### config.mk
export PLATFORM = sky130hd
export DESIGN_NAME = pds_device_flat
export DESIGN_NICKNAME = d
export VERILOG_FILES = /design/src/pkg/pds_pkg.sv /design/src/pkg/pds_link_if.sv /design/src/hw/pds_device.sv /design/src/hw/pds_sync.sv /design/src/flat_wrapper.sv
export SDC_FILE = /design/constraint.sdc
export NUM_CORES = 1
export LEC_CHECK = 0
export BUFFER_PORTS_ARGS = -buffer_cell sky130_fd_sc_hd__buf_4
export CORE_MARGIN = 1
export CORE_UTILIZATION = 29
export CTS_CLUSTER_DIAMETER = 100
export DETAILED_ROUTE_END_ITERATION = 7
export PLACE_DENSITY_LB_ADDON = 0.05
export SYNTH_ARGS = -nofsm -noshare
export SYNTH_HDL_FRONTEND = slang
export SYNTH_SLANG_ARGS = --single-unit
### constraint.sdc
create_clock -name i_clock -period 2.7 [get_ports i_clock]
set_input_delay 0.54 -clock i_clock [delete_from_list [all_inputs] [get_ports i_clock]]
set_output_delay 0.54 -clock i_clock [all_outputs]
set_load 0.05 [all_outputs]
### src/pkg/pds_pkg.sv
// Shared constants and types of the power-down sequencer link
package pds_pkg;
  localparam int CLOCK_MHZ      = 200;
  localparam int CLOCK_KHZ      = 200000;
  localparam int T_TRIP_MIN_US  = 52;
  localparam int T_TRIP_MAX_US  = 120;
  localparam int T_REQ_MAX_US   = 1000;
  localparam int T_PARK_MAX_US  = 280;
  localparam int T_DISCH_MAX_US = 260;
  localparam int T_RESET_MAX_US = 500;
  // Least time: exact product, already whole cycles
  localparam int TRIP_MIN_CYC   = T_TRIP_MIN_US * CLOCK_MHZ;
  // Longest times: exact products, no rounding needed
  localparam int PARK_MAX_CYC   = T_PARK_MAX_US * CLOCK_MHZ;
  localparam int DISCH_MAX_CYC  = T_DISCH_MAX_US * CLOCK_MHZ;
  localparam int WAIT_WIDTH     = 17;
  localparam int XFER_BITS      = 8;
  localparam int SPI_HALF_CYC   = 8;
  localparam int SEQUENCER_CLOCK_KHZ    = 30000;
  localparam int SEQ_ACC_STEP   = 2 * SEQUENCER_CLOCK_KHZ;
  localparam int SEQ_ACC_WIDTH  = 18;
  localparam logic RST_PARK_N   = 1'b1;
  localparam logic RST_RESET_N  = 1'b1;
  localparam logic RST_REQUEST  = 1'b0;

  typedef enum logic [2:0] {
    SEQ_RUN,
    SEQ_TRIP_WAIT,
    SEQ_PARK,
    SEQ_DISCHARGE,
    SEQ_OFF
  } pds_seq_type;

  typedef enum logic [1:0] {
    HST_IDLE,
    HST_SHIFT,
    HST_END
  } pds_hst_type;
endpackage
### src/pkg/pds_link_if.sv
// Pin bundle between sequencer device and host controller
`timescale 1ns/1ps
interface pds_link_if;
  logic power_request_in;
  logic sequencer_clock;
  logic mirror_park_n;
  logic system_reset_n;
  logic spi_sclk;
  logic spi_cs_n;
  logic spi_mosi;
  logic spi_miso;
  logic adc_clk;
  logic adc_din;
  logic adc_dout;

  modport device (
    input  power_request_in,
    input  sequencer_clock,
    input  spi_sclk,
    input  spi_cs_n,
    input  spi_mosi,
    input  adc_clk,
    input  adc_din,
    output mirror_park_n,
    output system_reset_n,
    output spi_miso,
    output adc_dout
  );

  modport host (
    output power_request_in,
    output sequencer_clock,
    output spi_sclk,
    output spi_cs_n,
    output spi_mosi,
    output adc_clk,
    output adc_din,
    input  mirror_park_n,
    input  system_reset_n,
    input  spi_miso,
    input  adc_dout
  );
endinterface

### src/hw/pds_device.sv
// Power-down sequencer device end with SPI and ADC serial ports
`timescale 1ns/1ps
module pds_device #(
  parameter int TRIP_CYC  = pds_pkg::TRIP_MIN_CYC,
  parameter int PARK_CYC  = pds_pkg::PARK_MAX_CYC,
  parameter int DISCH_CYC = pds_pkg::DISCH_MAX_CYC,
  parameter int WAIT_W    = pds_pkg::WAIT_WIDTH,
  parameter int BITS      = pds_pkg::XFER_BITS
) (
  pds_link_if.device        link,
  input  wire logic         i_clock,
  input  wire logic         i_sys_rst,
  input  wire logic         i_main_supply_low,
  output logic              o_rail_enable,
  output logic              o_bias_discharge,
  output logic              o_offset_discharge,
  output logic              o_reset_discharge,
  output logic              o_seq_busy,
  output logic [BITS-1:0]   o_spi_cmd,
  output logic              o_spi_cmd_valid,
  output logic [BITS-1:0]   o_adc_word,
  output logic              o_adc_valid
);
  localparam int CNT_W = $clog2(BITS);

  function automatic logic wait_hit(input logic [WAIT_W-1:0] cnt, input int lim);
    return cnt == WAIT_W'(lim - 1);
  endfunction

  function automatic logic bit_last(input logic [CNT_W-1:0] cnt);
    return cnt == CNT_W'(BITS - 1);
  endfunction

  logic main_low;
  logic req_lvl;
  logic req_fall;
  logic sclk_rise;
  logic sclk_fall;
  logic cs_n_lvl;
  logic cs_fall;
  logic mosi_lvl;
  logic aclk_rise;
  logic adin_lvl;

  pds_sync #(.RST_VAL(1'b0)) u_sync_main (
    .i_clock(i_clock), .i_sys_rst(i_sys_rst), .i_async(i_main_supply_low),
    .o_level(main_low), .o_rise(), .o_fall()
  );
  // Reset level matches the host's idle request, so release makes no false fall
  pds_sync #(.RST_VAL(pds_pkg::RST_REQUEST)) u_sync_req (
    .i_clock(i_clock), .i_sys_rst(i_sys_rst), .i_async(link.power_request_in),
    .o_level(req_lvl), .o_rise(), .o_fall(req_fall)
  );
  pds_sync #(.RST_VAL(1'b0)) u_sync_sclk (
    .i_clock(i_clock), .i_sys_rst(i_sys_rst), .i_async(link.spi_sclk),
    .o_level(), .o_rise(sclk_rise), .o_fall(sclk_fall)
  );
  pds_sync #(.RST_VAL(1'b1)) u_sync_cs (
    .i_clock(i_clock), .i_sys_rst(i_sys_rst), .i_async(link.spi_cs_n),
    .o_level(cs_n_lvl), .o_rise(), .o_fall(cs_fall)
  );
  pds_sync #(.RST_VAL(1'b0)) u_sync_mosi (
    .i_clock(i_clock), .i_sys_rst(i_sys_rst), .i_async(link.spi_mosi),
    .o_level(mosi_lvl), .o_rise(), .o_fall()
  );
  pds_sync #(.RST_VAL(1'b0)) u_sync_aclk (
    .i_clock(i_clock), .i_sys_rst(i_sys_rst), .i_async(link.adc_clk),
    .o_level(), .o_rise(aclk_rise), .o_fall()
  );
  pds_sync #(.RST_VAL(1'b0)) u_sync_adin (
    .i_clock(i_clock), .i_sys_rst(i_sys_rst), .i_async(link.adc_din),
    .o_level(adin_lvl), .o_rise(), .o_fall()
  );

  // Sequencer
  pds_pkg::pds_seq_type state_r;
  pds_pkg::pds_seq_type state_nxt;
  logic [WAIT_W-1:0]    wait_r;
  logic [WAIT_W-1:0]    wait_nxt;
  logic                 park_n_r;
  logic                 reset_n_r;
  logic                 rail_en_r;
  logic                 disch_r;
  logic                 busy_r;
  logic                 parked_nxt;

  always_comb begin
    state_nxt = state_r;
    case (state_r)
      pds_pkg::SEQ_RUN: begin
        if (main_low) begin
          state_nxt = pds_pkg::SEQ_TRIP_WAIT;
        end else if (req_fall) begin
          state_nxt = pds_pkg::SEQ_PARK;
        end
      end
      pds_pkg::SEQ_TRIP_WAIT: begin
        if (wait_hit(wait_r, TRIP_CYC)) begin
          state_nxt = pds_pkg::SEQ_PARK;
        end
      end
      pds_pkg::SEQ_PARK: begin
        if (wait_hit(wait_r, PARK_CYC)) begin
          state_nxt = pds_pkg::SEQ_DISCHARGE;
        end
      end
      pds_pkg::SEQ_DISCHARGE: begin
        if (wait_hit(wait_r, DISCH_CYC)) begin
          state_nxt = pds_pkg::SEQ_OFF;
        end
      end
      pds_pkg::SEQ_OFF: begin
        if (req_lvl && !main_low) begin
          state_nxt = pds_pkg::SEQ_RUN;
        end
      end
      default: begin
        state_nxt = pds_pkg::SEQ_RUN;
      end
    endcase
  end

  // Timer restarts on every state change
  assign wait_nxt   = (state_nxt != state_r) ? '0 : WAIT_W'(wait_r + 1'b1);
  assign parked_nxt = (state_nxt == pds_pkg::SEQ_PARK) ||
                      (state_nxt == pds_pkg::SEQ_DISCHARGE) ||
                      (state_nxt == pds_pkg::SEQ_OFF);

  always_ff @(posedge i_clock) begin
    if (i_sys_rst) begin
      state_r   <= pds_pkg::SEQ_RUN;
      wait_r    <= '0;
      park_n_r  <= pds_pkg::RST_PARK_N;
      reset_n_r <= pds_pkg::RST_RESET_N;
      rail_en_r <= 1'b1;
      disch_r   <= 1'b0;
      busy_r    <= 1'b0;
    end else begin
      state_r   <= state_nxt;
      wait_r    <= wait_nxt;
      park_n_r  <= ~parked_nxt;
      reset_n_r <= (state_nxt != pds_pkg::SEQ_OFF);
      rail_en_r <= ~parked_nxt || (state_nxt == pds_pkg::SEQ_PARK);
      disch_r   <= (state_nxt == pds_pkg::SEQ_DISCHARGE);
      busy_r    <= (state_nxt != pds_pkg::SEQ_RUN) && (state_nxt != pds_pkg::SEQ_OFF);
    end
  end

  // Host SPI slave
  logic [BITS-1:0]  status_byte;
  logic [BITS-1:0]  stx_r;
  logic [BITS-1:0]  srx_r;
  logic [BITS-1:0]  srx_nxt;
  logic [CNT_W-1:0] scnt_r;
  logic [BITS-1:0]  cmd_r;
  logic             cmd_vld_r;
  logic             miso_r;

  assign status_byte = BITS'({state_r, park_n_r, reset_n_r, main_low, req_lvl, 1'b0});
  assign srx_nxt     = {srx_r[BITS-2:0], mosi_lvl};

  always_ff @(posedge i_clock) begin
    if (i_sys_rst) begin
      stx_r     <= '0;
      srx_r     <= '0;
      scnt_r    <= '0;
      cmd_r     <= '0;
      cmd_vld_r <= 1'b0;
      miso_r    <= 1'b0;
    end else begin
      cmd_vld_r <= 1'b0;
      if (cs_fall) begin
        stx_r  <= status_byte;
        miso_r <= status_byte[BITS-1];
        scnt_r <= '0;
      end else if (cs_n_lvl) begin
        miso_r <= 1'b0;
      end else if (sclk_rise) begin
        srx_r  <= srx_nxt;
        scnt_r <= CNT_W'(scnt_r + 1'b1);
        if (bit_last(scnt_r)) begin
          cmd_r     <= srx_nxt;
          cmd_vld_r <= 1'b1;
          scnt_r    <= '0;
        end
      end else if (sclk_fall) begin
        stx_r  <= {stx_r[BITS-2:0], 1'b0};
        miso_r <= stx_r[BITS-2];
      end
    end
  end

  // ADC serial port: received word is echoed in the next transfer
  logic [BITS-1:0]  atx_r;
  logic [BITS-1:0]  arx_r;
  logic [BITS-1:0]  arx_nxt;
  logic [CNT_W-1:0] acnt_r;
  logic [BITS-1:0]  aword_r;
  logic             avld_r;
  logic             adout_r;

  assign arx_nxt = {arx_r[BITS-2:0], adin_lvl};

  always_ff @(posedge i_clock) begin
    if (i_sys_rst) begin
      atx_r   <= '0;
      arx_r   <= '0;
      acnt_r  <= '0;
      aword_r <= '0;
      avld_r  <= 1'b0;
      adout_r <= 1'b0;
    end else begin
      avld_r <= 1'b0;
      if (aclk_rise) begin
        arx_r <= arx_nxt;
        if (bit_last(acnt_r)) begin
          acnt_r  <= '0;
          aword_r <= arx_nxt;
          avld_r  <= 1'b1;
          atx_r   <= arx_nxt;
          adout_r <= arx_nxt[BITS-1];
        end else begin
          acnt_r  <= CNT_W'(acnt_r + 1'b1);
          atx_r   <= {atx_r[BITS-2:0], 1'b0};
          adout_r <= atx_r[BITS-2];
        end
      end
    end
  end

  assign link.mirror_park_n  = park_n_r;
  assign link.system_reset_n = reset_n_r;
  assign link.spi_miso       = miso_r;
  assign link.adc_dout       = adout_r;

  assign o_rail_enable      = rail_en_r;
  assign o_bias_discharge   = disch_r;
  assign o_offset_discharge = disch_r;
  assign o_reset_discharge  = disch_r;
  assign o_seq_busy         = busy_r;
  assign o_spi_cmd          = cmd_r;
  assign o_spi_cmd_valid    = cmd_vld_r;
  assign o_adc_word         = aword_r;
  assign o_adc_valid        = avld_r;
endmodule

### src/hw/pds_sync.sv
// Two-flop pin synchroniser with edge detection on the settled level
`timescale 1ns/1ps
module pds_sync #(
  parameter logic RST_VAL = 1'b0
) (
  input  wire logic i_clock,
  input  wire logic i_sys_rst,
  input  wire logic i_async,
  output logic      o_level,
  output logic      o_rise,
  output logic      o_fall
);
  logic meta_r;
  logic level_r;
  logic prev_r;

  always_ff @(posedge i_clock) begin
    if (i_sys_rst) begin
      meta_r  <= RST_VAL;
      level_r <= RST_VAL;
      prev_r  <= RST_VAL;
    end else begin
      meta_r  <= i_async;
      level_r <= meta_r;
      prev_r  <= level_r;
    end
  end

  assign o_level = level_r;
  assign o_rise  = level_r & ~prev_r;
  assign o_fall  = ~level_r & prev_r;
endmodule

### src/flat_wrapper.sv
// flat-port wrapper written by rule: the top's interface ports become plain ports
module pds_device_flat 
#(
  parameter int TRIP_CYC  = pds_pkg::TRIP_MIN_CYC,
  parameter int PARK_CYC  = pds_pkg::PARK_MAX_CYC,
  parameter int DISCH_CYC = pds_pkg::DISCH_MAX_CYC,
  parameter int WAIT_W    = pds_pkg::WAIT_WIDTH,
  parameter int BITS      = pds_pkg::XFER_BITS
)
  (i_clock, i_sys_rst, i_main_supply_low, o_rail_enable, o_bias_discharge, o_offset_discharge, o_reset_discharge, o_seq_busy, o_spi_cmd, o_spi_cmd_valid, o_adc_word, o_adc_valid, link_power_request_in, link_sequencer_clock, link_spi_sclk, link_spi_cs_n, link_spi_mosi, link_adc_clk, link_adc_din, link_mirror_park_n, link_system_reset_n, link_spi_miso, link_adc_dout);
  pds_link_if link_i ();
  input  wire logic i_clock;
  input  wire logic i_sys_rst;
  input  wire logic i_main_supply_low;
  output logic o_rail_enable;
  output logic o_bias_discharge;
  output logic o_offset_discharge;
  output logic o_reset_discharge;
  output logic o_seq_busy;
  output logic [BITS-1:0] o_spi_cmd;
  output logic o_spi_cmd_valid;
  output logic [BITS-1:0] o_adc_word;
  output logic o_adc_valid;
  input wire logic [$bits(link_i.power_request_in)-1:0] link_power_request_in;
  input wire logic [$bits(link_i.sequencer_clock)-1:0] link_sequencer_clock;
  input wire logic [$bits(link_i.spi_sclk)-1:0] link_spi_sclk;
  input wire logic [$bits(link_i.spi_cs_n)-1:0] link_spi_cs_n;
  input wire logic [$bits(link_i.spi_mosi)-1:0] link_spi_mosi;
  input wire logic [$bits(link_i.adc_clk)-1:0] link_adc_clk;
  input wire logic [$bits(link_i.adc_din)-1:0] link_adc_din;
  output wire logic [$bits(link_i.mirror_park_n)-1:0] link_mirror_park_n;
  output wire logic [$bits(link_i.system_reset_n)-1:0] link_system_reset_n;
  output wire logic [$bits(link_i.spi_miso)-1:0] link_spi_miso;
  output wire logic [$bits(link_i.adc_dout)-1:0] link_adc_dout;
  assign link_i.power_request_in = link_power_request_in;
  assign link_i.sequencer_clock = link_sequencer_clock;
  assign link_i.spi_sclk = link_spi_sclk;
  assign link_i.spi_cs_n = link_spi_cs_n;
  assign link_i.spi_mosi = link_spi_mosi;
  assign link_i.adc_clk = link_adc_clk;
  assign link_i.adc_din = link_adc_din;
  assign link_mirror_park_n = link_i.mirror_park_n;
  assign link_system_reset_n = link_i.system_reset_n;
  assign link_spi_miso = link_i.spi_miso;
  assign link_adc_dout = link_i.adc_dout;
  pds_device #(.TRIP_CYC(TRIP_CYC), .PARK_CYC(PARK_CYC), .DISCH_CYC(DISCH_CYC), .WAIT_W(WAIT_W), .BITS(BITS)) u_core (.link(link_i), .i_clock(i_clock), .i_sys_rst(i_sys_rst), .i_main_supply_low(i_main_supply_low), .o_rail_enable(o_rail_enable), .o_bias_discharge(o_bias_discharge), .o_offset_discharge(o_offset_discharge), .o_reset_discharge(o_reset_discharge), .o_seq_busy(o_seq_busy), .o_spi_cmd(o_spi_cmd), .o_spi_cmd_valid(o_spi_cmd_valid), .o_adc_word(o_adc_word), .o_adc_valid(o_adc_valid));
endmodule
# Yosys cells after proc, flatten, opt, wreduce, memory -nomap -nowiden
# Cells that the tools add are included.
[totals]
ff_bits = 96
input_bits = 10
output_inout_bits = 27
[op_classes]
add_sub_neg = 3
n_eq_ne = 17
mux = 21
bitwise = 14
n_reduce_logical = 20
[ops]
columns = ["op", "count"]
rows = [
  ["$mux 7", 5],
  ["$eq 17x16->1 const B", 2],
  ["$mux 3", 8],
  ["$add 17x1->17 const B", 1],
  ["$eq 17x14->1 const B", 1],
  ["$pmux 3 s5", 1],
  ["$eq 3x2->1 const B", 4],
  ["$eq 3x3->1 const B", 4],
  ["$not 1->1", 9],
  ["$mux 1", 7],
  ["$add 3x1->3 const B", 2],
  ["$ne 3x3->1 const B", 2],
  ["$reduce_and 2->1", 3],
  ["$reduce_and 3->1", 2],
  ["$reduce_bool 3->1", 2],
  ["$reduce_or 2->1", 3],
  ["$and 1x1->1", 5],
  ["$reduce_and 4->1", 1],
  ["$reduce_or 4->1", 1],
  ["$eq 3x1->1 const B", 1],
  ["$logic_not 3->1", 1],
  ["$logic_or 1x1->1", 3],
  ["$ne 3x3->1", 1],
  ["$logic_and 1x1->1", 2],
  ["4 further kinds", 4],
]

# Longest topological paths before layout
# Gate-level depths: netlist (run 1).
[logic_depth]
depth_word = 10
ltp_mapped = 7
depth_no_buf = 6

# Hierarchy
# From an unflattened synthesis (run 1), not the netlist that was laid out.
[unflattened]
cells_unflattened = 434
hier_area_um2 = 3891.2
[by_module_without_submodules]
columns = ["module", "n_inst", "cells_per_inst", "area_per_inst_um2"]
rows = [
  ["pds_device", 1, 378, 3250.6],
  ["pds_sync at u_core.u_sync_aclk ...", 6, 8, 91.3],
  ["pds_sync at u_core.u_sync_cs", 1, 8, 92.6],
]

# Worst setup path after synthesis (run 1)
# OpenSTA, ideal clock, no wires.
[synth_timing]
path_type = "register to register"
start = "register u_core.wait_r[11]"
end = "register u_core.wait_r[16]"
setup_ps = 115
arrival_ps = 2078
required_ps = 2585
slack_ps = 508
path_stages_with_launch = 7
path_buffers = 1
period_less_slack_ps = 2192
cell_sequence = "dfxtp_1 or3b_4 or4_4 o31a_1 o221ai_2 buf_6 nor2_1"
[synth_between]
elab_chain_len = 5
elab_cells_between_ends = 10
classes_between = "1 x add/sub; 4 x eq/ne; 4 x mux; 1 x reduce/logical"
[synth_rtl]
columns = ["element", "line_no", "text"]
rows = [
  ["start, declared", "pds_device.sv:78", "logic [WAIT_W-1:0] wait_r;"],
  ["start signal, assigned", "pds_device.sv:140", "wait_r <= wait_nxt;"],
  ["$eq 17x16->1 / $eq 17x14->1 (equally long branches)", "pds_device.sv:27", "return cnt == WAIT_W'(lim - 1);"],
  ["$mux 3, on equally long branches", "pds_device.sv:108, pds_device.sv:98, pds_device.sv:103", ""],
  ["$pmux 3 s5", "pds_device.sv:89", "case (state_r)"],
  ["$ne 3x3->1", "pds_device.sv:124", "assign wait_nxt = (state_nxt != state_r) ? '0 : WAIT_W'(wait_r + 1'b1);"],
  ["$reduce_or 2->1 (no source line)", "n/a", ""],
]
# Parallel ways exist; a longest one is shown, timed or not.
# A chain may end at the register's enable or synchronous reset.

# Worst setup path after layout (run 1)
[layout_timing]
start = "register u_core.wait_r[11]"
end = "register u_core.rail_en_r (netlist: u_core.o_rail_enable)"
[layout_between]
elab_chain_len = 8
elab_cells_between_ends = 14
classes_between = "6 x eq/ne; 4 x mux; 1 x bitwise; 3 x reduce/logical"
[layout_rtl]
columns = ["element", "line_no", "text"]
rows = [
  ["$eq 17x16->1 / $eq 17x14->1 (equally long branches)", "pds_device.sv:27", ""],
  ["$mux 3, on equally long branches", "pds_device.sv:108, pds_device.sv:98, pds_device.sv:103", ""],
  ["$pmux 3 s5 *", "pds_device.sv:89", ""],
  ["$eq 3x2->1, on equally long branches", "pds_device.sv:125, pds_device.sv:143, pds_device.sv:126", ""],
  ["$logic_or 1x1->1", "pds_device.sv:125", "assign parked_nxt = (state_nxt == pds_pkg::SEQ_PARK) ||"],
  ["$logic_or 1x1->1", "pds_device.sv:126", "(state_nxt == pds_pkg::SEQ_DISCHARGE) ||"],
  ["$not 1->1", "pds_device.sv:143", "rail_en_r <= ~parked_nxt || (state_nxt == pds_pkg::SEQ_PARK);"],
  ["$logic_or 1x1->1 *", "pds_device.sv:143", ""],
  ["end signal, assigned", "pds_device.sv:143", ""],
  ["end, declared", "pds_device.sv:82", "logic rail_en_r;"],
]
# Every way passes the cells marked *; elsewhere a longest branch is shown, timed or not.

==> flow_results.xml, run 1 <==
<?xml version="1.0" encoding="UTF-8"?>
<metrics>
  <group name="final_layout">
    <metric name="synthToLayoutAreaGrowth" unit="%">20.4</metric>
    <metric name="finalInstanceArea" unit="um^2">4480</metric>
    <metric name="filler_cell_count" unit="">1334</metric>
    <metric name="number_of_inserted_diodes" unit="">0</metric>
    <metric name="most_used_cells_in_the_layout_excluding_fill_and_tap_cells" unit="">sky130_fd_sc_hd__dfxtp_1 (96), sky130_fd_sc_hd__nand2_1 (59), sky130_fd_sc_hd__nor2_1 (47), sky130_fd_sc_hd__buf_4 (43), sky130_fd_sc_hd__a21oi_1 (41)</metric>
    <metric name="final_layout_size_suffix_gt1_frac" unit="">0.159</metric>
    <metric name="net_total_in_the_final_layout" unit="">462</metric>
    <metric name="final_common_cell" unit="">sky130_fd_sc_hd__dfxtp_1</metric>
  </group>
  <group name="drt">
    <metric name="wl_met2" unit="um">3050</metric>
    <metric name="detailedRoute.firstIterationViolations" unit="">119</metric>
    <metric name="route.met3.wl" unit="um">199</metric>
    <metric name="detailroute.via_count" unit="">2809</metric>
    <metric name="drt-wirelength-per-cell" unit="um">11.8</metric>
    <metric name="drtAntennaViolNets" unit="">0</metric>
    <metric name="highest_metal_used" unit="">met4</metric>
    <metric name="route.detailed.drc" unit="">0</metric>
    <metric name="wirelength_met1" unit="um">3940</metric>
    <metric name="viasPerCell" unit="">4.50</metric>
    <metric name="dr.pass1.iters" unit="">4</metric>
    <metric name="wl" unit="um">7350</metric>
  </group>
  <group name="cts">
    <metric name="clock_insertion_delay_worst_skew" unit="ns">0.34</metric>
    <metric name="clockBufferDepth" unit="">2</metric>
    <metric name="cts_inserted_buffers" unit="">9</metric>
    <metric name="cts_tree" unit="">done</metric>
    <metric name="hold_buffers_post_cts" unit="">0</metric>
    <metric name="postCtsResizedCells" unit="">0</metric>
    <metric name="cts.repair_timing.setup_buffer_count" unit="">0</metric>
    <metric name="cts-root-buf" unit="">sky130_fd_sc_hd__clkbuf_16</metric>
    <metric name="clkSinkCount" unit="">96</metric>
    <metric name="cts-htree-levels" unit="">3</metric>
    <metric name="clk_pin_slew_worst_paths" unit="ns">0.06</metric>
  </group>
  <group name="die">
    <metric name="initial_utilization" unit="">0.296</metric>
    <metric name="coreArea" unit="um^2">12600</metric>
    <metric name="fp.dieArea" unit="um^2">13300</metric>
    <metric name="floorplan.rows" unit="">41</metric>
    <metric name="die_y" unit="um">115</metric>
    <metric name="design.portCount" unit="">37</metric>
    <metric name="fp.dieW" unit="um">115</metric>
  </group>
  <group name="sta">
    <metric name="max_freq" unit="GHz">0.413</metric>
    <metric name="tightestPinTransition" unit="ns">0.601</metric>
    <metric name="timing.final.hold_violations" unit="">0</metric>
    <metric name="setup_viol" unit="">0</metric>
    <metric name="final_max_slew_viol_count" unit="">0</metric>
    <metric name="timing.final.crit_share" unit="">0.896</metric>
    <metric name="fin_setup_tns" unit="ns">0</metric>
    <metric name="slew_headroom" unit="">0.598</metric>
    <metric name="grt_setup_unrepaired" unit="">no</metric>
    <metric name="final.setup_skew" unit="ns">0.00351</metric>
    <metric name="finalWorstPathRequiredPeriod" unit="ns">2.42</metric>
  </group>
  <group name="synthesis">
    <metric name="synth-warning-count" unit="">0</metric>
    <metric name="synth_cell_types" unit="">46</metric>
    <metric name="synthCells" unit="">416</metric>
    <metric name="netlist.top_cell.by_area" unit="">sky130_fd_sc_hd__dfxtp_1</metric>
    <metric name="edff_count_synth" unit="">0</metric>
    <metric name="synthesis.area_per_instance" unit="um^2">8.95</metric>
    <metric name="post_synth_instance_area" unit="um^2">3720</metric>
    <metric name="synth_top_area_share" unit="">0.516</metric>
    <metric name="synth.ff_latch_count" unit="">96</metric>
    <metric name="async_flop_share" unit="">0</metric>
    <metric name="leading_cell_types_by_total_area_after_synthesis" unit="">sky130_fd_sc_hd__dfxtp_1 (52%), sky130_fd_sc_hd__nand2_1 (5.9%), sky130_fd_sc_hd__a21oi_1 (5.5%)</metric>
    <metric name="postSynthNetCount" unit="">431</metric>
    <metric name="synth_seq_area_share" unit="">0.516</metric>
    <metric name="ys.flop_type" unit="">sky130_fd_sc_hd__dfxtp_1</metric>
  </group>
  <group name="critical_path">
    <metric name="setup.worst_path.start_class" unit="">flip-flop</metric>
    <metric name="cp_max_fo" unit="">4</metric>
    <metric name="worstReg2RegEnd" unit="">u_core.o_rail_enable$_SDFF_PP1_</metric>
    <metric name="setup.reg_to_reg.worst_slack" unit="ns">0.28</metric>
    <metric name="crit_arrival" unit="ns">2.63</metric>
    <metric name="worstPathRequired" unit="ns">2.91</metric>
    <metric name="crit_path_end_kind" unit="">flip-flop</metric>
    <metric name="timing.rr.start" unit="">u_core.wait_r[11]$_SDFF_PP0_</metric>
    <metric name="path_class" unit="">flip-flop to flip-flop</metric>
    <metric name="worstRegToRegCells" unit="">5</metric>
  </group>
  <group name="hold_path">
    <metric name="hold-path-endpoint" unit="">u_core.u_sync_aclk.meta_r$_SDFF_PP0_</metric>
    <metric name="hp-start" unit="">link_adc_clk</metric>
    <metric name="hold_path.class" unit="">input pin to flip-flop</metric>
    <metric name="timing.hold.worst_path_depth" unit="">2</metric>
  </group>
  <group name="job">
    <metric name="cap_violations" unit="">0</metric>
  </group>
  <group name="power">
    <metric name="cellLeakagePower" unit="uW">0.00154</metric>
    <metric name="fin_total_pwr" unit="uW">2930</metric>
    <metric name="vdd_ir_drop_max" unit="mV">0.234</metric>
    <metric name="power.density" unit="nW/um^2">653</metric>
  </group>
  <group name="global_routing">
    <metric name="wire_length_of_the_first_global_routing_pass" unit="um">12400</metric>
    <metric name="initial_antenna_violation_count" unit="">0</metric>
    <metric name="grt_max_degree" unit="">33</metric>
    <metric name="grt_overflow_total" unit="">0</metric>
    <metric name="grt_usage" unit="">0.122</metric>
    <metric name="first_global_vias" unit="">2549</metric>
  </group>
  <group name="outcome">
    <metric name="status" unit="">complete, no violations</metric>
  </group>
  <group name="place">
    <metric name="gp_routability_congestion" unit="">0.725</metric>
    <metric name="dp.final_hpwl" unit="um">4900</metric>
    <metric name="port_buffers" unit="">35</metric>
    <metric name="dpl_cell_area" unit="um^2">4160</metric>
  </group>
</metrics>
-- metrics by stage --
stage	util	hold slack, ns	setup slack, ns	cells
final	0.356	0.406	0.281	624
after global routing	0.356	0.407	0.122	624
after CTS	0.356	0.384	0.295	624
after detailed placement	0.331	0.401	0.300	608
after global placement	0.331	0.396	0.345	608
after floorplan	-	0.389	0.508	416
-- final cells by class --
class	instances	area, um^2	share of cell area
flip-flops and latches	96	1920	0.429
multi-input cells	289	1670	0.373
repair buffers	43	323	0.0720
clock buffers	14	284	0.0634
well taps	172	215	0.0480
clock inverters	2	35.0	0.00782
inverters	8	30.0	0.00670
-- critical path, cell delays in order (launching register included) --
cell and delay, ns:
sky130_fd_sc_hd__dfxtp_1 0.38, sky130_fd_sc_hd__or3b_4 0.42, sky130_fd_sc_hd__nor4_1 0.44, sky130_fd_sc_hd__or4b_2 0.62
sky130_fd_sc_hd__a21oi_1 0.36, sky130_fd_sc_hd__a21oi_1 0.07
-- routing by layer --
metal,track usage,vias to the layer above
li1,-,1479
met4,0.0805,0
met1,0.165,1283
met5,0,-
met3,0.0274,9
met2,0.173,38
-- cells in the mapped netlist (2+ instances only) --
cell type,instances
sky130_fd_sc_hd__nand2_1,59
sky130_fd_sc_hd__inv_1,8
sky130_fd_sc_hd__xnor2_1,10
sky130_fd_sc_hd__clkbuf_1,19
sky130_fd_sc_hd__or2_2,4
sky130_fd_sc_hd__buf_4,2
sky130_fd_sc_hd__ha_1,5
sky130_fd_sc_hd__nor2_1,47
sky130_fd_sc_hd__or3_1,3
sky130_fd_sc_hd__o21ai_0,4
sky130_fd_sc_hd__a211oi_1,13
sky130_fd_sc_hd__nor3b_1,2
sky130_fd_sc_hd__nor2b_1,20
sky130_fd_sc_hd__dfxtp_1,96
sky130_fd_sc_hd__nand3_1,24
sky130_fd_sc_hd__nor3_1,9
sky130_fd_sc_hd__mux2i_1,15
sky130_fd_sc_hd__xor2_1,4
sky130_fd_sc_hd__a21oi_1,41
sky130_fd_sc_hd__nand2b_1,4
sky130_fd_sc_hd__or4_4,2
-- how the worst max path moves through the flow --
| stage | startpoint | endpoint | slack [ns] | cells past startpoint |
|---|---|---|---|---|
| floorplan | u_core.wait_r[11]$_SDFF_PP0_ | u_core.wait_r[16]$_SDFF_PP0_ | 0.51 | 6 |
| global placement | u_core.wait_r[0]$_SDFF_PP0_ | u_core.o_rail_enable$_SDFF_PP1_ | 0.34 | 6 |
| detailed placement | u_core.wait_r[11]$_SDFF_PP0_ | u_core.o_rail_enable$_SDFF_PP1_ | 0.30 | 5 |
| CTS | u_core.wait_r[11]$_SDFF_PP0_ | u_core.o_rail_enable$_SDFF_PP1_ | 0.30 | 5 |
| global route | u_core.wait_r[11]$_SDFF_PP0_ | u_core.o_rail_enable$_SDFF_PP1_ | 0.12 | 5 |
| finish | u_core.wait_r[11]$_SDFF_PP0_ | u_core.o_rail_enable$_SDFF_PP1_ | 0.28 | 5 |
-- flip-flops by register name, summed over array words and instances (netlist names), 3 cells and up --
signal             flops
u_core.wait_r         17
u_core.o_adc_word      8
u_core.o_spi_cmd       8
u_core.arx_r           7
u_core.atx_r           7
u_core.srx_r           7
u_core.stx_r           6
u_core.acnt_r          3
u_core.scnt_r          3
u_core.state_r         3
-- report_power, final --
part	switching (uW)	internal, uW
sequential	18.4	1450
clock	517	818
combinational	75.8	50.1
total	611	2310
-- logic make-up after synthesis --
group,share of synthesized area
xor+xnor,0.0329
simple gates,0.240
compound gates,0.119
flops,0.516
fa+ha+maj,0.0168
mux,0.0403
buf+inv,0.0353
Note: power is estimated with default switching activity, not from simulation.
==> run 2, diff against run 1 <==
--- a/config.mk
+++ b/config.mk
@@ -12,2 +12,3 @@
 export DETAILED_ROUTE_END_ITERATION = 7
+export GPL_TIMING_DRIVEN = 0
 export PLACE_DENSITY_LB_ADDON = 0.05
==> constraint.sdc (replaced) <==
create_clock -name i_clock -period 2.7 [get_ports i_clock]
set_input_delay 0.135 -clock i_clock [delete_from_list [all_inputs] [get_ports i_clock]]
set_output_delay 0.135 -clock i_clock [all_outputs]
set_load 0.05 [all_outputs]
==> run 2 against run 1 <==
Effect of this change:
- routed wire length increased by 4.7%
- cell area increased by 1.2%
- clock skew about the same
- clock power decreased by 5%
- non-clock buffer count increased by 18
- first-iteration DRC count decreased by 5.9%
- core utilization increased by 0.42 points
- final cell count increased by 2.9%
- global-route usage increased by 0.42 points
- critical endpoint is now u_core.wait_r[6]$_SDFF_PP0_
- largest power group unchanged
==> flow_results.xml, run 2 (same netlist as run 1, synthesis figures left out) <==
<?xml version="1.0" encoding="UTF-8"?>
<metrics>
  <group name="final_layout">
    <metric name="final_layout_size_suffix_gt1_frac" unit="">0.136</metric>
    <metric name="multi_input_area" unit="um^2">1670</metric>
    <metric name="seqCellArea" unit="um^2">1920</metric>
    <metric name="max_flop_register" unit="">u_core.wait_r</metric>
    <metric name="final_common_cell" unit="">sky130_fd_sc_hd__dfxtp_1</metric>
    <metric name="most_used_cells_in_the_layout_excluding_fill_and_tap_cells" unit="">sky130_fd_sc_hd__dfxtp_1 (96), sky130_fd_sc_hd__nand2_1 (59), sky130_fd_sc_hd__nor2_1 (47), sky130_fd_sc_hd__a21oi_1 (41), sky130_fd_sc_hd__buf_4 (36)</metric>
    <metric name="final_core_utilization" unit="">0.361</metric>
    <metric name="synthToLayoutAreaGrowth" unit="%">21.8</metric>
    <metric name="net_total_in_the_final_layout" unit="">480</metric>
    <metric name="instances_no_fill" unit="">642</metric>
    <metric name="number_of_inserted_diodes" unit="">0</metric>
    <metric name="largest_register_ffs" unit="">17</metric>
    <metric name="filler_cell_count" unit="">1315</metric>
  </group>
  <group name="place">
    <metric name="port_buffers" unit="">34</metric>
    <metric name="dpl.cell_count" unit="">622</metric>
    <metric name="dp.final_hpwl" unit="um">5430</metric>
    <metric name="gp_routability_congestion" unit="">0.705</metric>
  </group>
  <group name="die">
    <metric name="design.portCount" unit="">37</metric>
    <metric name="fp.dieW" unit="um">115</metric>
    <metric name="floorplan.rows" unit="">41</metric>
    <metric name="die_y" unit="um">115</metric>
    <metric name="fp.dieArea" unit="um^2">13300</metric>
    <metric name="coreArea" unit="um^2">12600</metric>
    <metric name="initial_utilization" unit="">0.296</metric>
  </group>
  <group name="sta">
    <metric name="final_max_slew_viol_count" unit="">0</metric>
    <metric name="final.setup_skew" unit="ns">0.00350</metric>
    <metric name="tightestPinTransition" unit="ns">0.735</metric>
    <metric name="timing.final.hold_violations" unit="">0</metric>
    <metric name="slew_headroom" unit="">0.509</metric>
    <metric name="setup_viol" unit="">0</metric>
    <metric name="max_freq" unit="GHz">0.410</metric>
    <metric name="timing.final.crit_share" unit="">0.903</metric>
    <metric name="finalWorstPathRequiredPeriod" unit="ns">2.44</metric>
    <metric name="fin_setup_tns" unit="ns">0</metric>
    <metric name="grt_setup_unrepaired" unit="">no</metric>
  </group>
  <group name="power">
    <metric name="cellLeakagePower" unit="uW">0.00154</metric>
    <metric name="power.density" unit="nW/um^2">634</metric>
    <metric name="vdd_ir_drop_max" unit="mV">0.265</metric>
  </group>
  <group name="outcome">
    <metric name="status" unit="">complete, no violations</metric>
  </group>
  <group name="cts">
    <metric name="clkSinkCount" unit="">96</metric>
    <metric name="postCtsResizedCells" unit="">0</metric>
    <metric name="cts.repair_timing.setup_buffer_count" unit="">0</metric>
    <metric name="cts-htree-levels" unit="">3</metric>
    <metric name="clock_insertion_delay_worst_skew" unit="ns">0.34</metric>
    <metric name="cts-root-buf" unit="">sky130_fd_sc_hd__clkbuf_16</metric>
    <metric name="hold_buffers_post_cts" unit="">4</metric>
    <metric name="cts_inserted_buffers" unit="">9</metric>
    <metric name="clockBufferDepth" unit="">2</metric>
    <metric name="clk_pin_slew_worst_paths" unit="ns">0.06</metric>
    <metric name="cts_tree" unit="">done</metric>
  </group>
  <group name="drt">
    <metric name="drt-wirelength-per-cell" unit="um">12.0</metric>
    <metric name="wl" unit="um">7700</metric>
    <metric name="route.detailed.drc" unit="">0</metric>
    <metric name="detailroute.via_count" unit="">2829</metric>
    <metric name="detailedRoute.firstIterationViolations" unit="">112</metric>
    <metric name="dr.pass1.iters" unit="">4</metric>
    <metric name="viasPerCell" unit="">4.41</metric>
    <metric name="drtAntennaViolNets" unit="">0</metric>
  </group>
  <group name="critical_path">
    <metric name="worst_path_dominant_cell_family" unit="">simple AND/OR/NAND/NOR gates</metric>
    <metric name="worstPathRequired" unit="ns">2.93</metric>
    <metric name="crit_buf_inv" unit="">1</metric>
    <metric name="cp_max_fo" unit="">10</metric>
    <metric name="crit_path_cell_trace" unit="">or3b_4 &gt; or4_4 &gt; o31a_1 &gt; o221ai_2 &gt; buf_6 &gt; nor2_1</metric>
    <metric name="slowest_stage_cell_cp" unit="">sky130_fd_sc_hd__or4_4</metric>
    <metric name="path_class" unit="">flip-flop to flip-flop</metric>
    <metric name="setup.worst_path.start_class" unit="">flip-flop</metric>
    <metric name="crit_arrival" unit="ns">2.67</metric>
    <metric name="critPathMaxStageDelay" unit="ns">0.55</metric>
    <metric name="crit_path_end_kind" unit="">flip-flop</metric>
  </group>
  <group name="global_routing">
    <metric name="grt_overflow_total" unit="">0</metric>
    <metric name="grt_max_degree" unit="">15</metric>
    <metric name="initial_antenna_violation_count" unit="">0</metric>
    <metric name="first_global_vias" unit="">2545</metric>
    <metric name="grt_usage" unit="">0.126</metric>
    <metric name="wire_length_of_the_first_global_routing_pass" unit="um">12700</metric>
  </group>
  <group name="hold_path">
    <metric name="hold_path.class" unit="">input pin to flip-flop</metric>
  </group>
  <group name="job">
    <metric name="cap_violations" unit="">0</metric>
  </group>
</metrics>
==> run 2: changes by cell type in the layout (fill, tap and decap cells not counted) <==
cell,delta
sky130_fd_sc_hd__nor2b_2,-1
sky130_fd_sc_hd__buf_1,+1
sky130_fd_sc_hd__clkbuf_1,+20
sky130_fd_sc_hd__buf_4,-7
sky130_fd_sc_hd__nor2b_1,+1
sky130_fd_sc_hd__buf_6,+1
sky130_fd_sc_hd__clkinv_2,+1
sky130_fd_sc_hd__dlygate4sd3_1,+4
sky130_fd_sc_hd__clkbuf_8,-2
==> run 2: worst reg2reg max path, cell delays in order, from the launching register on <==
cell                       delay (ns)
sky130_fd_sc_hd__dfxtp_1         0.38
sky130_fd_sc_hd__or3b_4          0.43
sky130_fd_sc_hd__or4_4           0.55
sky130_fd_sc_hd__o31a_1          0.31
sky130_fd_sc_hd__o221ai_2        0.41
sky130_fd_sc_hd__buf_6           0.22
sky130_fd_sc_hd__nor2_1          0.05
==> run 2: cell type report <==
cell class                 count  area share
sequential                    96       0.424
tap                          172      0.0475
timing repair buffer          38      0.0651
multi-input combinational    289       0.368
clock buffer                  13      0.0574
inverter                       8     0.00662
buffer                        23      0.0224
clock inverter                 3     0.00883
==> run 2: path summary, 6_finish.rpt <==
kind,slack (ns),start,cells past startpoint,to
worst max-delay path,0.26,u_core.wait_r[11]$_SDFF_PP0_,6,u_core.wait_r[6]$_SDFF_PP0_
worst max register to register,0.26,u_core.wait_r[11]$_SDFF_PP0_,6,u_core.wait_r[6]$_SDFF_PP0_
worst min register to register,0.41,u_core.u_sync_cs.meta_r$_SDFF_PP1_,1,u_core.u_sync_cs.o_level$_SDFF_PP1_
worst min-delay path,0.02,i_main_supply_low,2,u_core.u_sync_main.meta_r$_SDFF_PP0_
==> run 2: power breakdown <==
part	switching [uW]	total [uW]	internal, uW
registers	17.5	1460	1450
logic	82.2	137	54.3
clock network	507	1270	766
total	607	2870	2270
==> run 2: layer usage <==
layer	wire length (um)	part of all wire	GRT usage
met1	4060	0.53	0.175
met2	3250	0.42	0.181
met3	237	0.031	0.0348
met4	148	0.019	0.0597
met5	0	0	0
==> run 2: metrics by stage <==
stage	instance area [um^2]	hold WS, ns	setup slack (ns)	power (uW)
floorplan	3720	0.239	0.508	1590
global placement	4190	0.337	0.231	1630
detailed placement	4190	0.338	0.221	1630
CTS	4530	0.00779	0.219	2940
global route	4530	0.0149	0.128	3010
finish	4530	0.0193	0.261	2870
==> run 3, diff against run 2 <==
Settings changed: ABC_AREA from default to 1, TNS_END_PERCENT from default to 100.
==> run 3 against run 2 <==
Effect of this change:
- non-clock buffer count down 9
- die area is 1.4% higher
- clock power decreased by 7%
- sequential power hardly changed
- via count is 3.7% higher
- critical endpoint unchanged
- flip-flop and latch count is the same
- routed wire length up 6.2%
==> flow_results.xml, run 3 <==
<?xml version="1.0" encoding="UTF-8"?>
<metrics>
  <group name="synthesis">
    <metric name="synth_seq_area_share" unit="">0.509</metric>
    <metric name="synth_top_area_share" unit="">0.509</metric>
    <metric name="leading_cell_types_by_total_area_after_synthesis" unit="">sky130_fd_sc_hd__dfxtp_1 (51%), sky130_fd_sc_hd__nand2_1 (8.1%), sky130_fd_sc_hd__nor2_1 (5.2%)</metric>
    <metric name="synthesis.area_per_instance" unit="um^2">8.19</metric>
    <metric name="postSynthNetCount" unit="">476</metric>
    <metric name="async_flop_share" unit="">0</metric>
    <metric name="ys.flop_type" unit="">sky130_fd_sc_hd__dfxtp_1</metric>
    <metric name="synthCells" unit="">461</metric>
    <metric name="edff_count_synth" unit="">0</metric>
    <metric name="top_cell_types_by_occurrence_after_synthesis" unit="">sky130_fd_sc_hd__dfxtp_1 (96), sky130_fd_sc_hd__nand2_1 (81), sky130_fd_sc_hd__nor2_1 (52)</metric>
    <metric name="synth_most_common_cell" unit="">sky130_fd_sc_hd__dfxtp_1</metric>
    <metric name="synth_cell_types" unit="">31</metric>
    <metric name="synth-warning-count" unit="">0</metric>
    <metric name="netlist.top_cell.by_area" unit="">sky130_fd_sc_hd__dfxtp_1</metric>
    <metric name="synth.ff_latch_count" unit="">96</metric>
    <metric name="post_synth_instance_area" unit="um^2">3770</metric>
  </group>
  <group name="sta">
    <metric name="final_max_slew_viol_count" unit="">0</metric>
    <metric name="finalWorstPathRequiredPeriod" unit="ns">1.85</metric>
    <metric name="slew_headroom" unit="">0.629</metric>
    <metric name="final.setup_skew" unit="ns">0.00997</metric>
    <metric name="grt_setup_unrepaired" unit="">no</metric>
    <metric name="timing.final.hold_violations" unit="">0</metric>
    <metric name="setup_viol" unit="">0</metric>
    <metric name="whs" unit="ns">0.0165</metric>
    <metric name="tightestPinTransition" unit="ns">0.556</metric>
    <metric name="fin_setup_tns" unit="ns">0</metric>
    <metric name="max_freq" unit="GHz">0.540</metric>
    <metric name="timing.final.crit_share" unit="">0.686</metric>
  </group>
  <group name="critical_path">
    <metric name="cp_max_fo" unit="">10</metric>
    <metric name="setup.worst_path.start_class" unit="">flip-flop</metric>
    <metric name="crit_path_start" unit="">u_core.wait_r[0]$_SDFF_PP0_</metric>
    <metric name="crit_arrival" unit="ns">2.14</metric>
    <metric name="worstPathRequired" unit="ns">2.98</metric>
    <metric name="path_class" unit="">flip-flop to flip-flop</metric>
    <metric name="timing.rr.start" unit="">u_core.wait_r[0]$_SDFF_PP0_</metric>
    <metric name="crit_path_end_kind" unit="">flip-flop</metric>
  </group>
  <group name="drt">
    <metric name="detailedRoute.firstIterationViolations" unit="">154</metric>
    <metric name="wl" unit="um">8170</metric>
    <metric name="route.detailed.drc" unit="">0</metric>
    <metric name="dr.pass1.iters" unit="">4</metric>
    <metric name="viasPerCell" unit="">4.26</metric>
    <metric name="detailroute.via_count" unit="">2933</metric>
    <metric name="drtAntennaViolNets" unit="">0</metric>
    <metric name="drt-wirelength-per-cell" unit="um">11.9</metric>
  </group>
  <group name="die">
    <metric name="fp.dieArea" unit="um^2">13500</metric>
    <metric name="initial_utilization" unit="">0.298</metric>
    <metric name="design.portCount" unit="">37</metric>
    <metric name="coreArea" unit="um^2">12700</metric>
    <metric name="die_y" unit="um">116</metric>
    <metric name="floorplan.rows" unit="">41</metric>
    <metric name="fp.dieW" unit="um">116</metric>
  </group>
  <group name="cts">
    <metric name="cts-htree-levels" unit="">3</metric>
    <metric name="clk_pin_slew_worst_paths" unit="ns">0.07</metric>
    <metric name="cts-root-buf" unit="">sky130_fd_sc_hd__clkbuf_16</metric>
    <metric name="postCtsResizedCells" unit="">0</metric>
    <metric name="clock_insertion_delay_worst_skew" unit="ns">0.35</metric>
    <metric name="clockBufferDepth" unit="">2</metric>
    <metric name="clkSinkCount" unit="">96</metric>
    <metric name="cts_tree" unit="">done</metric>
    <metric name="cts.repair_timing.setup_buffer_count" unit="">0</metric>
    <metric name="cts_inserted_buffers" unit="">9</metric>
  </group>
  <group name="final_layout">
    <metric name="number_of_inserted_diodes" unit="">0</metric>
    <metric name="final_common_cell" unit="">sky130_fd_sc_hd__dfxtp_1</metric>
    <metric name="net_total_in_the_final_layout" unit="">526</metric>
    <metric name="seqCellArea" unit="um^2">1920</metric>
    <metric name="synthToLayoutAreaGrowth" unit="%">21.0</metric>
    <metric name="multi_input_area" unit="um^2">1560</metric>
    <metric name="max_flop_register" unit="">u_core.wait_r</metric>
    <metric name="filler_cell_count" unit="">1324</metric>
    <metric name="finalInstanceArea" unit="um^2">4570</metric>
    <metric name="most_used_cells_in_the_layout_excluding_fill_and_tap_cells" unit="">sky130_fd_sc_hd__dfxtp_1 (96), sky130_fd_sc_hd__nand2_1 (81), sky130_fd_sc_hd__nor2_1 (52), sky130_fd_sc_hd__inv_1 (50), sky130_fd_sc_hd__buf_4 (36)</metric>
    <metric name="largest_register_ffs" unit="">17</metric>
    <metric name="final_layout_size_suffix_gt1_frac" unit="">0.186</metric>
  </group>
  <group name="power">
    <metric name="cellLeakagePower" unit="uW">0.00180</metric>
    <metric name="power.density" unit="nW/um^2">632</metric>
    <metric name="vdd_ir_drop_max" unit="mV">0.260</metric>
  </group>
  <group name="global_routing">
    <metric name="first_global_vias" unit="">2743</metric>
    <metric name="grt_usage" unit="">0.132</metric>
    <metric name="grt_overflow_total" unit="">0</metric>
    <metric name="wire_length_of_the_first_global_routing_pass" unit="um">13400</metric>
    <metric name="initial_antenna_violation_count" unit="">0</metric>
    <metric name="grt_max_degree" unit="">17</metric>
  </group>
  <group name="job">
    <metric name="cap_violations" unit="">0</metric>
  </group>
  <group name="hold_path">
    <metric name="hold_path.class" unit="">input pin to flip-flop</metric>
    <metric name="hp-start" unit="">link_spi_mosi</metric>
  </group>
  <group name="place">
    <metric name="port_buffers" unit="">34</metric>
    <metric name="dp.final_hpwl" unit="um">5830</metric>
    <metric name="dpl_cell_area" unit="um^2">4250</metric>
    <metric name="gp_routability_congestion" unit="">0.756</metric>
  </group>
  <group name="outcome">
    <metric name="status" unit="">complete, no violations</metric>
  </group>
</metrics>
==> run 3: cell types whose count changed in the layout (fill, tap and decap cells not counted), moves of 10 or more <==
cell	previous run	this run
sky130_fd_sc_hd__a211oi_1	13	2
sky130_fd_sc_hd__a21oi_1	41	31
sky130_fd_sc_hd__a31oi_1	0	13
sky130_fd_sc_hd__clkbuf_1	21	9
sky130_fd_sc_hd__inv_1	8	50
sky130_fd_sc_hd__mux2i_1	15	0
sky130_fd_sc_hd__nand2_1	59	81
sky130_fd_sc_hd__nor2_2	0	18
sky130_fd_sc_hd__nor2b_1	20	0
sky130_fd_sc_hd__o21ai_0	4	25
==> run 3: path summary, 6_finish.rpt <==
kind                            cells past startpoint                                    to  slack (ns)
worst max-delay path                               10           u_core.wait_r[6]$_SDFF_PP0_        0.85
worst max register to register                     10           u_core.wait_r[6]$_SDFF_PP0_        0.85
worst min register to register                      2  u_core.u_sync_req.o_level$_SDFF_PP0_        0.40
worst min-delay path                                3  u_core.u_sync_mosi.meta_r$_SDFF_PP0_        0.02
==> run 3: stage by stage <==
step / power (uW) / util / std cells / setup WS, ns
final: 2890 / 0.360 / 688 / 0.847
after CTS: 2950 / 0.360 / 688 / 0.833
after detailed placement: 1730 / 0.335 / 667 / 0.854
after floorplan: 1670 / - / 461 / 1.10
after global placement: 1730 / 0.335 / 667 / 0.853
after global routing: 3010 / 0.360 / 688 / 0.697
==> run 3: layout make-up <==
type / instances / area share
well taps: 172 / 0.0471
repair buffers: 39 / 0.0668
clock buffers: 9 / 0.0493
inverters: 58 / 0.0477
flip-flops and latches: 96 / 0.421
multi-input cells: 294 / 0.341
clock inverters: 7 / 0.0101
plain buffers: 13 / 0.0175
==> run 3: power breakdown <==
group / switching (uW) / internal [uW]
Clock: 559 / 624
Combinational: 148 / 80.7
Sequential: 22.8 / 1450
Total: 729 / 2160
==> run 3: critical path: stages (launching register included) <==
cell and delay (ns):
sky130_fd_sc_hd__dfxtp_1 0.37, sky130_fd_sc_hd__ha_1 0.24, sky130_fd_sc_hd__nand3_4 0.14, sky130_fd_sc_hd__nor2_2 0.15
sky130_fd_sc_hd__nand4_1 0.15, sky130_fd_sc_hd__nand3_1 0.14, sky130_fd_sc_hd__nand2_1 0.07, sky130_fd_sc_hd__nand2_2 0.09
sky130_fd_sc_hd__nand3_4 0.16, sky130_fd_sc_hd__buf_12 0.21, sky130_fd_sc_hd__nor2_2 0.07
==> run 3: cells by family (layout without fill, tap and decap cells) <==
kind of cell	count (synthesis)	after routing	synth area share
AO/OA/AOI/OAI	74	74	0.109
XOR/XNOR	15	15	0.0348
adder cells (fa/ha/maj)	5	5	0.0166
buffers and inverters	71	126	0.0789
flip-flops	96	96	0.509
AND/OR/NAND/NOR	200	200	0.252
==> run 3: metal layers <==
metal,global-route usage,vias up,share of wire,routed length (um)
li1,-,1578,-,-
met1,0.184,1301,0.52,4290
met3,0.0265,9,0.035,284
met5,0,-,0,0
met2,0.188,45,0.42,3440
met4,0.0744,0,0.019,159
==> run 3: what timing repair did <==
action / CTS / global route
hold buffers: 5 / 0
setup endpoints to repair: 0 / 0
endpoints found under the hold margin: 5 / 0
